--- src/gmc_regs.vh ---
// register map, field positions and timing counts of the mac control/status slice
// assumes a 32-bit apb bus with word-aligned registers and byte addresses
`ifndef GMC_REGS_VH
`define GMC_REGS_VH

// register byte offsets
`define GMC_OFS_RESET      12'h000
`define GMC_OFS_PAUSE_CTL  12'h004
`define GMC_OFS_PAUSE_DATA 12'h008
`define GMC_OFS_FLOW       12'h00C
`define GMC_OFS_RXMODE     12'h010
`define GMC_OFS_RXFIFO     12'h014
`define GMC_OFS_TXFIFO     12'h018
`define GMC_OFS_OFFLOAD    12'h01C
`define GMC_OFS_RXMAC_ENA  12'h020
`define GMC_OFS_LPI        12'h024
`define GMC_OFS_IRQ_STS    12'h028
`define GMC_OFS_IRQ_MSK    12'h02C
// station address table page: 0x100 + 8*n (low), 0x104 + 8*n (high/mask)
`define GMC_TAB_PAGE       4'h1
// table address fields: page select, unused half, entry index, high word, word alignment
`define GMC_TAB_SEL        11:8
`define GMC_TAB_GAP        7
`define GMC_TAB_IDX        6:3
`define GMC_TAB_HI_BIT     2
`define GMC_ALIGN          1:0

// mac_soft_reset bits
`define GMC_RST_RX_BIT     13
`define GMC_RST_TX_BIT     15
`define GMC_RST_ALL_BIT    31
// pause_send_control bit
`define GMC_PAUSE_REQ_BIT  31
// station_address_high_mask fields
`define GMC_ADR_HI         15:0
`define GMC_ADR_MASK       23:16
`define GMC_ADR_VLD_BIT    31
// receive_mode_register thresholds
`define GMC_RXM_AF         7:0
`define GMC_RXM_AE         15:8
`define GMC_RXM_RT         23:16
// rx_fifo_status flags
`define GMC_RXF_AF_BIT     31
`define GMC_RXF_AE_BIT     30
`define GMC_RXF_RT_BIT     29
`define GMC_RXF_LVL        7:0
// tx_fifo_status
`define GMC_TXF_FULL_BIT   31
`define GMC_TXF_LVL        7:0
// offload_control
`define GMC_ACC_RXOFF_BIT  2
// rx_mac_enable
`define GMC_RXENA_BIT      0

// interrupt status / mask bits
`define GMC_IRQ_W          6
`define GMC_IRQ_PAUSE      0
`define GMC_IRQ_RX_RST     1
`define GMC_IRQ_TX_RST     2
`define GMC_IRQ_ALL_RST    3
`define GMC_IRQ_ACCEPT     4
`define GMC_IRQ_REJECT     5

// reset values
`define GMC_RST_WORD       32'h0000_0000
`define GMC_RXMODE_RST     32'h0000_0000

// section reset counter width and start value; busy lasts start value plus one cycles
`define GMC_RST_CW         5
`define GMC_RST_LAST       5'h0F
// station table geometry
`define GMC_ENT_N          16
`define GMC_ENT_LAST       4'hF
`define GMC_SCAN_END       5'h10

`endif

--- src/gmc_addr_mem.v ---
// station address table: 16 entries of low word and 24-bit high/mask word
// assumes writer and readers share pclk; read data is registered, one cycle late
module gmc_addr_mem (
	// clock
	input  wire        clk,
	// write port
	input  wire [3:0]  wr_idx,
	input  wire        we_lo,
	input  wire        we_hi,
	input  wire [31:0] wdata,
	// bus read port
	input  wire [3:0]  ra_idx,
	output reg  [55:0] ra_data,
	// filter read port
	input  wire [3:0]  rb_idx,
	output reg  [55:0] rb_data
);

	reg [31:0] lo_mem [0:15];
	reg [23:0] hi_mem [0:15];

	always @(posedge clk) begin
		if (we_lo) begin
			lo_mem[wr_idx] <= wdata;
		end
		if (we_hi) begin
			hi_mem[wr_idx] <= wdata[23:0];
		end
		ra_data <= {hi_mem[ra_idx], lo_mem[ra_idx]};
		rb_data <= {hi_mem[rb_idx], lo_mem[rb_idx]};
	end

endmodule

--- src/gmc_rst_timer.v ---
// fixed-length section reset sequencer: busy while the section is held in reset
// assumes start is a one-cycle request; starts while busy are ignored
`include "gmc_regs.vh"
module gmc_rst_timer (
	// clock and reset
	input  wire clk,
	input  wire rst_n,
	// control
	input  wire start,
	output reg  busy,
	output reg  done
);

	reg [`GMC_RST_CW-1:0] cnt_q;

	always @(posedge clk or negedge rst_n) begin
		if (!rst_n) begin
			cnt_q <= {`GMC_RST_CW{1'b0}};
			busy  <= 1'b0;
			done  <= 1'b0;
		end else begin
			done <= 1'b0;
			if (!busy) begin
				if (start) begin
					busy  <= 1'b1;
					cnt_q <= `GMC_RST_LAST;
				end
			end else if (cnt_q == {`GMC_RST_CW{1'b0}}) begin
				busy <= 1'b0;
				done <= 1'b1;
			end else begin
				cnt_q <= cnt_q - 1'b1;
			end
		end
	end

endmodule

--- src/gmc_top.v ---
// control and status slice of a gigabit ethernet mac, apb slave with interrupt
// assumes mac sections honour the reset levels and report pause completion
//
// Notes on behaviour
// - writing 1 to reset bit 13 resets rx sections; reads 1 until done
// - writing 1 to reset bit 15 resets tx sections; reads 0 when done
// - writing 1 to reset bit 31 resets all sections; returns to 0 when done
// - writing 1 to pause request bit 31 starts a pause frame unless one is still pending; 0 does nothing
// - pause request bit clears itself once the pause frame is sent
// - sixteen programmable station address entries filter destination addresses
// - mask bits 23:16 map to address bits 7:0; a 0 excludes that bit
// - frame accepted for a valid entry when all unmasked address bits match
// - rx status bit 31 set while fill level exceeds almost-full threshold
// - rx status bit 30 set while fill level is below almost-empty threshold
// - rx status bit 29 set while fill level is below read threshold
// - tx status bit 31 always reads 0
// - offload bit 2 set disables rx checksum support, clear keeps it
// - while rx checksum is off, padding goes into the mac header
// - pause data register supplies the content of sent pause frames
// - rx flow control register governs handling of received pause frames
// - rx mac enable register controls whether rx mac operates
`include "gmc_regs.vh"
module gmc_top (
	// apb slave
	input  wire        pclk,
	input  wire        presetn,
	input  wire [11:0] paddr,
	input  wire        psel,
	input  wire        penable,
	input  wire        pwrite,
	input  wire [31:0] pwdata,
	output reg  [31:0] prdata,
	output reg         pready,
	output reg         pslverr,
	// interrupt
	output reg         irq,
	// section resets
	output reg         rx_path_reset,
	output reg         tx_path_reset,
	output reg         full_mac_reset,
	// pause transmit and receive control
	output reg  [31:0] pause_frame_data,
	output reg         pause_tx_start,
	input  wire        pause_tx_done,
	output reg  [31:0] rx_flow_control,
	// destination address filter
	input  wire [47:0] rx_da,
	input  wire        rx_da_valid,
	output reg         rx_da_done,
	output reg         rx_da_accept,
	output reg  [3:0]  rx_da_hit_index,
	// fifo levels
	input  wire [7:0]  rx_fifo_level,
	input  wire [7:0]  tx_fifo_level,
	// receive path control
	output reg         rx_checksum_offload_off,
	output reg         rx_header_pad,
	output reg         rx_mac_enable,
	output reg  [31:0] low_power_idle_control
);

	localparam S_IDLE = 1'b0;
	localparam S_SCAN = 1'b1;

	// bus phase decode
	wire        acc_ph  = psel & penable;
	wire        xfer    = acc_ph & pready;
	wire        wr      = xfer & pwrite;
	wire        in_tab  = (paddr[`GMC_TAB_SEL] == `GMC_TAB_PAGE) && !paddr[`GMC_TAB_GAP] &&
	                      (paddr[`GMC_ALIGN] == 2'b00);
	wire [3:0]  tab_idx = paddr[`GMC_TAB_IDX];
	wire        tab_hi  = paddr[`GMC_TAB_HI_BIT];

	reg  [31:0] rxmode_q;
	reg         pause_req_q;
	reg  [`GMC_IRQ_W-1:0] irq_sts_q;
	reg  [`GMC_IRQ_W-1:0] irq_msk_q;
	reg  [15:0] ent_vld_q;
	reg         rx_af_q;
	reg         rx_ae_q;
	reg         rx_rt_q;
	reg  [31:0] rd_d;
	reg         err_d;

	// filter scan state
	reg         st_q;
	reg  [47:0] da_q;
	reg  [4:0]  idx_q;
	reg         cmp_vld_q;
	reg  [3:0]  cmp_idx_q;
	reg         hit_q;
	reg  [3:0]  hit_idx_q;

	wire [55:0] mem_a;
	wire [55:0] mem_b;
	wire        rx_busy;
	wire        tx_busy;
	wire        all_busy;
	wire        rx_done;
	wire        tx_done;
	wire        all_done;

	// only mask bits of 1 take part in bits 7:0
	function da_match;
		input [47:0] da;
		input [55:0] ent;
		begin
			da_match = ((da ^ ent[47:0]) & {40'hFF_FFFF_FFFF, ent[55:48]}) == 48'h0;
		end
	endfunction

	wire is_rst  = wr && (paddr == `GMC_OFS_RESET);
	wire rx_go   = is_rst & pwdata[`GMC_RST_RX_BIT];
	wire tx_go   = is_rst & pwdata[`GMC_RST_TX_BIT];
	wire all_go  = is_rst & pwdata[`GMC_RST_ALL_BIT];

	gmc_rst_timer u_rx_rst (
		.clk   (pclk),
		.rst_n (presetn),
		.start (rx_go),
		.busy  (rx_busy),
		.done  (rx_done)
	);

	gmc_rst_timer u_tx_rst (
		.clk   (pclk),
		.rst_n (presetn),
		.start (tx_go),
		.busy  (tx_busy),
		.done  (tx_done)
	);

	gmc_rst_timer u_all_rst (
		.clk   (pclk),
		.rst_n (presetn),
		.start (all_go),
		.busy  (all_busy),
		.done  (all_done)
	);

	// sixteen entries, written from the bus, scanned by the filter
	gmc_addr_mem u_tab (
		.clk     (pclk),
		.wr_idx  (tab_idx),
		.we_lo   (wr & in_tab & !tab_hi),
		.we_hi   (wr & in_tab & tab_hi),
		.wdata   (pwdata),
		.ra_idx  (tab_idx),
		.ra_data (mem_a),
		.rb_idx  (idx_q[3:0]),
		.rb_data (mem_b)
	);

	// a written 1 starts a frame unless one is still pending, set wins over completion
	wire pause_set  = wr && (paddr == `GMC_OFS_PAUSE_CTL) && pwdata[`GMC_PAUSE_REQ_BIT] &&
	                  (!pause_req_q || pause_tx_done);
	wire pause_end  = pause_req_q & pause_tx_done;

	// compare stage, entry valid and all unmasked bits equal
	wire this_hit   = cmp_vld_q & ent_vld_q[cmp_idx_q] & da_match(da_q, mem_b);
	wire scan_last  = cmp_vld_q && (cmp_idx_q == `GMC_ENT_LAST);
	wire scan_acc   = hit_q | this_hit;
	wire rx_held    = rx_busy | all_busy;

	// read mux and address decode
	always @* begin
		rd_d  = 32'h0000_0000;
		err_d = 1'b0;
		if (in_tab) begin
			if (tab_hi) begin
				rd_d[23:0]             = mem_a[55:32];
				rd_d[`GMC_ADR_VLD_BIT] = ent_vld_q[tab_idx];
			end else begin
				rd_d = mem_a[31:0];
			end
		end else begin
			case (paddr)
			`GMC_OFS_RESET: begin
				rd_d[`GMC_RST_RX_BIT]  = rx_busy;
				rd_d[`GMC_RST_TX_BIT]  = tx_busy;
				rd_d[`GMC_RST_ALL_BIT] = all_busy;
			end
			`GMC_OFS_PAUSE_CTL: begin
				rd_d[`GMC_PAUSE_REQ_BIT] = pause_req_q;
			end
			`GMC_OFS_PAUSE_DATA: begin
				rd_d = pause_frame_data;
			end
			`GMC_OFS_FLOW: begin
				rd_d = rx_flow_control;
			end
			`GMC_OFS_RXMODE: begin
				rd_d = rxmode_q;
			end
			`GMC_OFS_RXFIFO: begin
				rd_d[`GMC_RXF_AF_BIT] = rx_af_q;
				rd_d[`GMC_RXF_AE_BIT] = rx_ae_q;
				rd_d[`GMC_RXF_RT_BIT] = rx_rt_q;
				rd_d[`GMC_RXF_LVL]    = rx_fifo_level;
			end
			// no full flag, bit stays zero
			`GMC_OFS_TXFIFO: begin
				rd_d[`GMC_TXF_LVL]      = tx_fifo_level;
				rd_d[`GMC_TXF_FULL_BIT] = 1'b0;
			end
			`GMC_OFS_OFFLOAD: begin
				rd_d[`GMC_ACC_RXOFF_BIT] = rx_checksum_offload_off;
			end
			`GMC_OFS_RXMAC_ENA: begin
				rd_d[`GMC_RXENA_BIT] = rx_mac_enable;
			end
			`GMC_OFS_LPI: begin
				rd_d = low_power_idle_control;
			end
			`GMC_OFS_IRQ_STS: begin
				rd_d[`GMC_IRQ_W-1:0] = irq_sts_q;
			end
			`GMC_OFS_IRQ_MSK: begin
				rd_d[`GMC_IRQ_W-1:0] = irq_msk_q;
			end
			default: begin
				err_d = 1'b1;
			end
			endcase
		end
	end

	// one wait state: table read data lands in the first access cycle
	always @(posedge pclk or negedge presetn) begin
		if (!presetn) begin
			pready  <= 1'b0;
			pslverr <= 1'b0;
			prdata  <= 32'h0000_0000;
		end else begin
			pready  <= acc_ph & !pready;
			pslverr <= acc_ph & !pready & err_d;
			if (acc_ph && !pready && !pwrite) begin
				prdata <= err_d ? 32'h0000_0000 : rd_d;
			end
		end
	end

	// software-written control registers
	always @(posedge pclk or negedge presetn) begin
		if (!presetn) begin
			pause_frame_data        <= `GMC_RST_WORD;
			rx_flow_control         <= `GMC_RST_WORD;
			rxmode_q                <= `GMC_RXMODE_RST;
			rx_checksum_offload_off <= 1'b0;
			rx_header_pad           <= 1'b0;
			rx_mac_enable           <= 1'b0;
			low_power_idle_control  <= `GMC_RST_WORD;
			irq_msk_q               <= {`GMC_IRQ_W{1'b0}};
			ent_vld_q               <= 16'h0000;
		end else if (wr) begin
			case (paddr)
			// content handed to the pause transmitter
			`GMC_OFS_PAUSE_DATA: pause_frame_data <= pwdata;
			`GMC_OFS_FLOW: rx_flow_control <= pwdata;
			`GMC_OFS_RXMODE: rxmode_q <= pwdata;
			`GMC_OFS_OFFLOAD: begin
				// 1 turns rx checksum support off
				rx_checksum_offload_off <= pwdata[`GMC_ACC_RXOFF_BIT];
				rx_header_pad           <= pwdata[`GMC_ACC_RXOFF_BIT];
			end
			`GMC_OFS_RXMAC_ENA: rx_mac_enable <= pwdata[`GMC_RXENA_BIT];
			// stored as written; keeping it clear behind the switch is up to software
			`GMC_OFS_LPI: low_power_idle_control <= pwdata;
			`GMC_OFS_IRQ_MSK: irq_msk_q <= pwdata[`GMC_IRQ_W-1:0];
			default: begin
				if (in_tab && tab_hi) begin
					ent_vld_q[tab_idx] <= pwdata[`GMC_ADR_VLD_BIT];
				end
			end
			endcase
		end
	end

	// pause request and section reset outputs
	always @(posedge pclk or negedge presetn) begin
		if (!presetn) begin
			pause_req_q    <= 1'b0;
			pause_tx_start <= 1'b0;
			rx_path_reset  <= 1'b0;
			tx_path_reset  <= 1'b0;
			full_mac_reset <= 1'b0;
		end else begin
			pause_tx_start <= pause_set;
			if (pause_set) begin
				pause_req_q <= 1'b1;
			end else if (pause_end || all_busy) begin
				pause_req_q <= 1'b0;
			end
			rx_path_reset  <= rx_held;
			tx_path_reset  <= tx_busy | all_busy;
			full_mac_reset <= all_busy;
		end
	end

	// fifo threshold flags, sampled every cycle
	always @(posedge pclk or negedge presetn) begin
		if (!presetn) begin
			rx_af_q <= 1'b0;
			rx_ae_q <= 1'b0;
			rx_rt_q <= 1'b0;
		end else begin
			rx_af_q <= rx_fifo_level > rxmode_q[`GMC_RXM_AF];
			rx_ae_q <= rx_fifo_level < rxmode_q[`GMC_RXM_AE];
			rx_rt_q <= rx_fifo_level < rxmode_q[`GMC_RXM_RT];
		end
	end

	// destination scan; one entry per cycle, a frame takes 18 cycles
	always @(posedge pclk or negedge presetn) begin
		if (!presetn) begin
			st_q            <= S_IDLE;
			da_q            <= 48'h0;
			idx_q           <= 5'h00;
			cmp_vld_q       <= 1'b0;
			cmp_idx_q       <= 4'h0;
			hit_q           <= 1'b0;
			hit_idx_q       <= 4'h0;
			rx_da_done      <= 1'b0;
			rx_da_accept    <= 1'b0;
			rx_da_hit_index <= 4'h0;
		end else begin
			rx_da_done <= 1'b0;
			case (st_q)
			S_IDLE: begin
				cmp_vld_q <= 1'b0;
				// receiver off or in reset drops addresses
				if (rx_da_valid && rx_mac_enable && !rx_held) begin
					da_q  <= rx_da;
					idx_q <= 5'h00;
					hit_q <= 1'b0;
					st_q  <= S_SCAN;
				end
			end
			S_SCAN: begin
				if (idx_q != `GMC_SCAN_END) begin
					idx_q     <= idx_q + 5'h01;
					cmp_idx_q <= idx_q[3:0];
					cmp_vld_q <= 1'b1;
				end else begin
					cmp_vld_q <= 1'b0;
				end
				// first matching entry wins
				if (this_hit && !hit_q) begin
					hit_q     <= 1'b1;
					hit_idx_q <= cmp_idx_q;
				end
				if (scan_last) begin
					rx_da_done      <= 1'b1;
					rx_da_accept    <= scan_acc;
					rx_da_hit_index <= hit_q ? hit_idx_q : cmp_idx_q;
					st_q            <= S_IDLE;
				end
				// an rx or full reset aborts the scan with no result, unless it lands in the last compare cycle, where done still pulses
				if (rx_held) begin
					st_q      <= S_IDLE;
					cmp_vld_q <= 1'b0;
				end
			end
			default: begin
				st_q <= S_IDLE;
			end
			endcase
		end
	end

	// sticky events, write one to clear; a new event beats the clear
	wire [`GMC_IRQ_W-1:0] irq_ev  = {
		rx_da_done & !rx_da_accept,
		rx_da_done & rx_da_accept,
		all_done,
		tx_done,
		rx_done,
		pause_end
	};
	wire [`GMC_IRQ_W-1:0] irq_clr = (wr && (paddr == `GMC_OFS_IRQ_STS)) ?
	                                pwdata[`GMC_IRQ_W-1:0] : {`GMC_IRQ_W{1'b0}};

	always @(posedge pclk or negedge presetn) begin
		if (!presetn) begin
			irq_sts_q <= {`GMC_IRQ_W{1'b0}};
			irq       <= 1'b0;
		end else begin
			irq_sts_q <= (irq_sts_q & ~irq_clr) | irq_ev;
			irq       <= |(irq_sts_q & irq_msk_q);
		end
	end

endmodule

--- config.mk ---
export PLATFORM = sky130hd
export DESIGN_NAME = gmc_top
export DESIGN_NICKNAME = d
export VERILOG_FILES = /design/src/gmc_addr_mem.v /design/src/gmc_rst_timer.v /design/src/gmc_top.v
export VERILOG_INCLUDE_DIRS = /design/src
export SDC_FILE = /design/constraint.sdc
export NUM_CORES = 2
export LEC_CHECK = 0
export BUFFER_PORTS_ARGS = -buffer_cell sky130_fd_sc_hd__buf_2
export CAP_MARGIN = 0
export CORE_ASPECT_RATIO = 2
export CORE_MARGIN = 10
export CORE_UTILIZATION = 40
export CTS_BUF_LIST = sky130_fd_sc_hd__clkbuf_2 sky130_fd_sc_hd__clkbuf_4 sky130_fd_sc_hd__clkbuf_8
export DETAILED_ROUTE_END_ITERATION = 8
export PLACE_DENSITY = 0.59
export SLEW_MARGIN = 20
export SYNTH_ARGS = -nofsm -noshare
export SYNTH_HDL_FRONTEND = slang
export SYNTH_SLANG_ARGS = --single-unit
--- constraint.sdc ---
create_clock -name pclk -period 5.1 [get_ports pclk]
set_input_delay 1.02 -clock pclk [delete_from_list [all_inputs] [get_ports pclk]]
set_output_delay 1.02 -clock pclk [all_outputs]
set_load 0.01 [all_outputs]
==> impl_metrics.ini <==
[outcome]
run_status = completed

[grt]
grt_overflow_total = 0
grt_usage_pct = 22.75
grt_start_max_net_pins = 118
antenna_found_initial = 23
grt_pass1_vias = 34520
grt_pass1_wl_um = 256800

[yosys]
yosysTopAreaCell = edfxtp_1
synth_mux_area_share_pct = 26.22
yosysSeqAreaShare_pct = 64.34
synth_warnings = 0
synth_area_um2 = 56660
synth-compound-area-share_pct = 2.550
synth_top_flop_cell = edfxtp_1
synth_edf_count = 896
synth_area_leaders = edfxtp_1, mux4_2, dfrtp_1, dfxtp_1, mux2_2
synth_adder_area_share_pct = 0.6624
synth_top_family_by_area = multiplexers
ys_async_sr_fraction_pct = 22.46
synth_xor_xnor_area_share_pct = 0.8347
synth-simple-area-share_pct = 3.608
synth_top_area_share_pct = 47.48
yosysUniqueCellTypes = 69
syn_inst = 3052
synth.avg_cell_area_um2 = 18.57
synth_nets = 3197
yosys_register_bits = 1300

[worst_setup_path]
timing.rr.end = u_tab.lo_mem[7][10]
cp.required_ns = 5.64
crit_end = u_tab.lo_mem[7][10]
startpoint_type = input port
rr_worst_depth = 5
arrival_ns = 3.95
reg2reg_from = pready
critical_path.max_fanout = 21
criticalPathCategory = input port to flip-flop
r2r_slack_ns = 1.70
end_kind = flip-flop
crit_start = paddr[1]

[detailed_routing]
vias = 32170
dr.pass1.iters = 6
drtIter0Drc = 2690
postRouteAntennaNets = 0
wire_per_inst_um = 33.29
routed_wl_um = 180900
via_per_inst = 5.919
drc = 0

[clocking]
cts_buffer_depth = 4
tritoncts = yes
cts_setup_buffers = 0
cts_buffers = 186
clk_pin_slew_ns = 0.06
cts_hold_buffers = 0
htree_levels = 4
cts_num_sinks = 1300
cts-resized-gates = 0
clk_latency_ns = 0.90
cts_root_buffer = clkbuf_8

[power]
switching_share_pct = 23.17
p_seq_share_pct = 53.9
p_switching_w = 0.004963
power.density_nw_per_um2 = 331.7
ir_worst_vdd_mv = 0.1804
pwr-share-clk_pct = 39.5
intPower_w = 0.01645
p_leak_nw = 23.22
combPwrFrac_pct = 6.6

[finish]
post-route-util_pct = 45.79
syn_to_final_growth_pct = 13.96
drive_above_1_share_pct = 40.69
layout_commonest_cell = edfxtp_1
mostFrequentLayoutCells = edfxtp_1, mux4_2, dfrtp_1
layout.nets = 3545

[sta]
tightest_slew_ns = 1.171
finalSetupTns_ns = 0
post-route-period-util_pct = 66.84
hold_violations = 0
fmax_ghz = 0.2933
grt_setup_unrepaired = no
slew_violations = 0
finClkSkew_ns = 0.05893
setup_viol = 0
min_period_ns = 3.409
slew_headroom_pct = 19.69

[place]
dpl.hpwl_um = 121400
gp_congestion = 0.9843
port_buffers = 258

[floorplan]
start_util_pct = 40.18
num_io_pins = 259
die_w_um = 286.1
die_h_um = 552.3
coreArea_um2 = 141000
die_area_um2 = 158000
rows = 195

[hold_path]
hold_class = input port to async pin

[flow_run]
drv_cap = 0
-- synthesized netlist by cell type (all sizes together), types with 20 or more instances --
cell type,n
xnor2,37
buf,96
nand2,231
mux2,145
inv,40
mux2i,38
nor2,114
edfxtp,896
o21ai,56
ha,30
dfxtp,112
clkbuf,104
a222oi,20
mux4,570
a21oi,40
dfrtp,292
a22oi,24
a31oi,25
nor3,26
-- metrics by stage --
stage               power (W)  instance area, um^2  std cells  hold WS (ns)  setup slack (ns)
floorplan             0.01246                56660       3052        0.4044            0.1244
global placement      0.01320                60750       5083        0.4493            0.9397
detailed placement    0.01320                60750       5083        0.4412            0.8835
CTS                   0.02163                64520       5415        0.2255             1.779
global route          0.02208                64560       5430        0.2735             1.575
finish                0.02142                64570       5435        0.2095             1.691
-- cell type report --
cell class,count,area [um^2]
Fill cell,12230,76450
Antenna cell,20,50.05
Clock inverter,44,239.0
Tap cell,1871,2341
Timing Repair Buffer,360,2361
Multi-Input combinational cell,1512,19430
Inverter,40,150.1
Sequential cell,1300,36470
Clock buffer,288,3532
-- metal layers --
| layer | wire, um | share of wire, % | GRT usage, % |
|---|---|---|---|
| met3 | 10770 | 6.0 | 3.849 |
| met2 | 97530 | 54 | 41.22 |
| met4 | 11560 | 6.4 | 13.69 |
| met1 | 60970 | 34 | 24.39 |
| met5 | 110 | 0.061 | 0 |
-- power groups by stage --
stage	Combinational (W)	Sequential [W]	Clock, W
2_1_floorplan	0.000776	0.0117	0
3_3_place_gp	0.00143	0.0118	0
3_5_place_dp	0.00143	0.0118	0
4_1_cts	0.00144	0.0115	0.00865
5_1_grt	0.00150	0.0115	0.00904
6_report	0.00141	0.0115	0.00846
-- worst min-delay path by stage --
stage                  startpoint                         end  slack (ns)  depth (start not counted)
CTS                       presetn  low_power_idle_control[25]        0.23                          1
finish                    presetn  low_power_idle_control[26]        0.21                          1
global placement        prdata[3]                   prdata[3]        0.45                          2
detailed placement  u_rx_rst.done                irq_sts_q[1]        0.44                          1
floorplan           u_rx_rst.done                irq_sts_q[1]        0.40                          1
global route              presetn  low_power_idle_control[26]        0.27                          1
-- cell families (layout without fill, tap and decap cells) --
group           count (synthesis)  count (layout)
flops                        1300            1300
mux                           753             753
simple gates                  456             456
buf+inv                       240             732
compound gates                219             219
xor+xnor                       54              54
fa+ha+maj                      30              30
other cells                     0              20
-- state kept, by name, summed over array words and instances (netlist names), 6 cells and up --
signal and cells:
u_tab.lo_mem 512, rx_flow_control 32, u_tab.rb_data 56, da_q 48, prdata 32, pause_frame_data 32, u_tab.ra_data 56, ent_vld_q 16
irq_msk_q 6, irq_sts_q 6, low_power_idle_control 32, u_tab.hi_mem 384, rxmode_q 32
-- critical path, cell delays in order --
cell and delay, ns:
buf_2 0.13, nor2_4 0.24, nand3b_2 0.21, or2_1 0.40, nor3_1 0.58, nand3_1 0.42
nor2_4 0.62, buf_12 0.30
(Power assumes the default switching activity.)
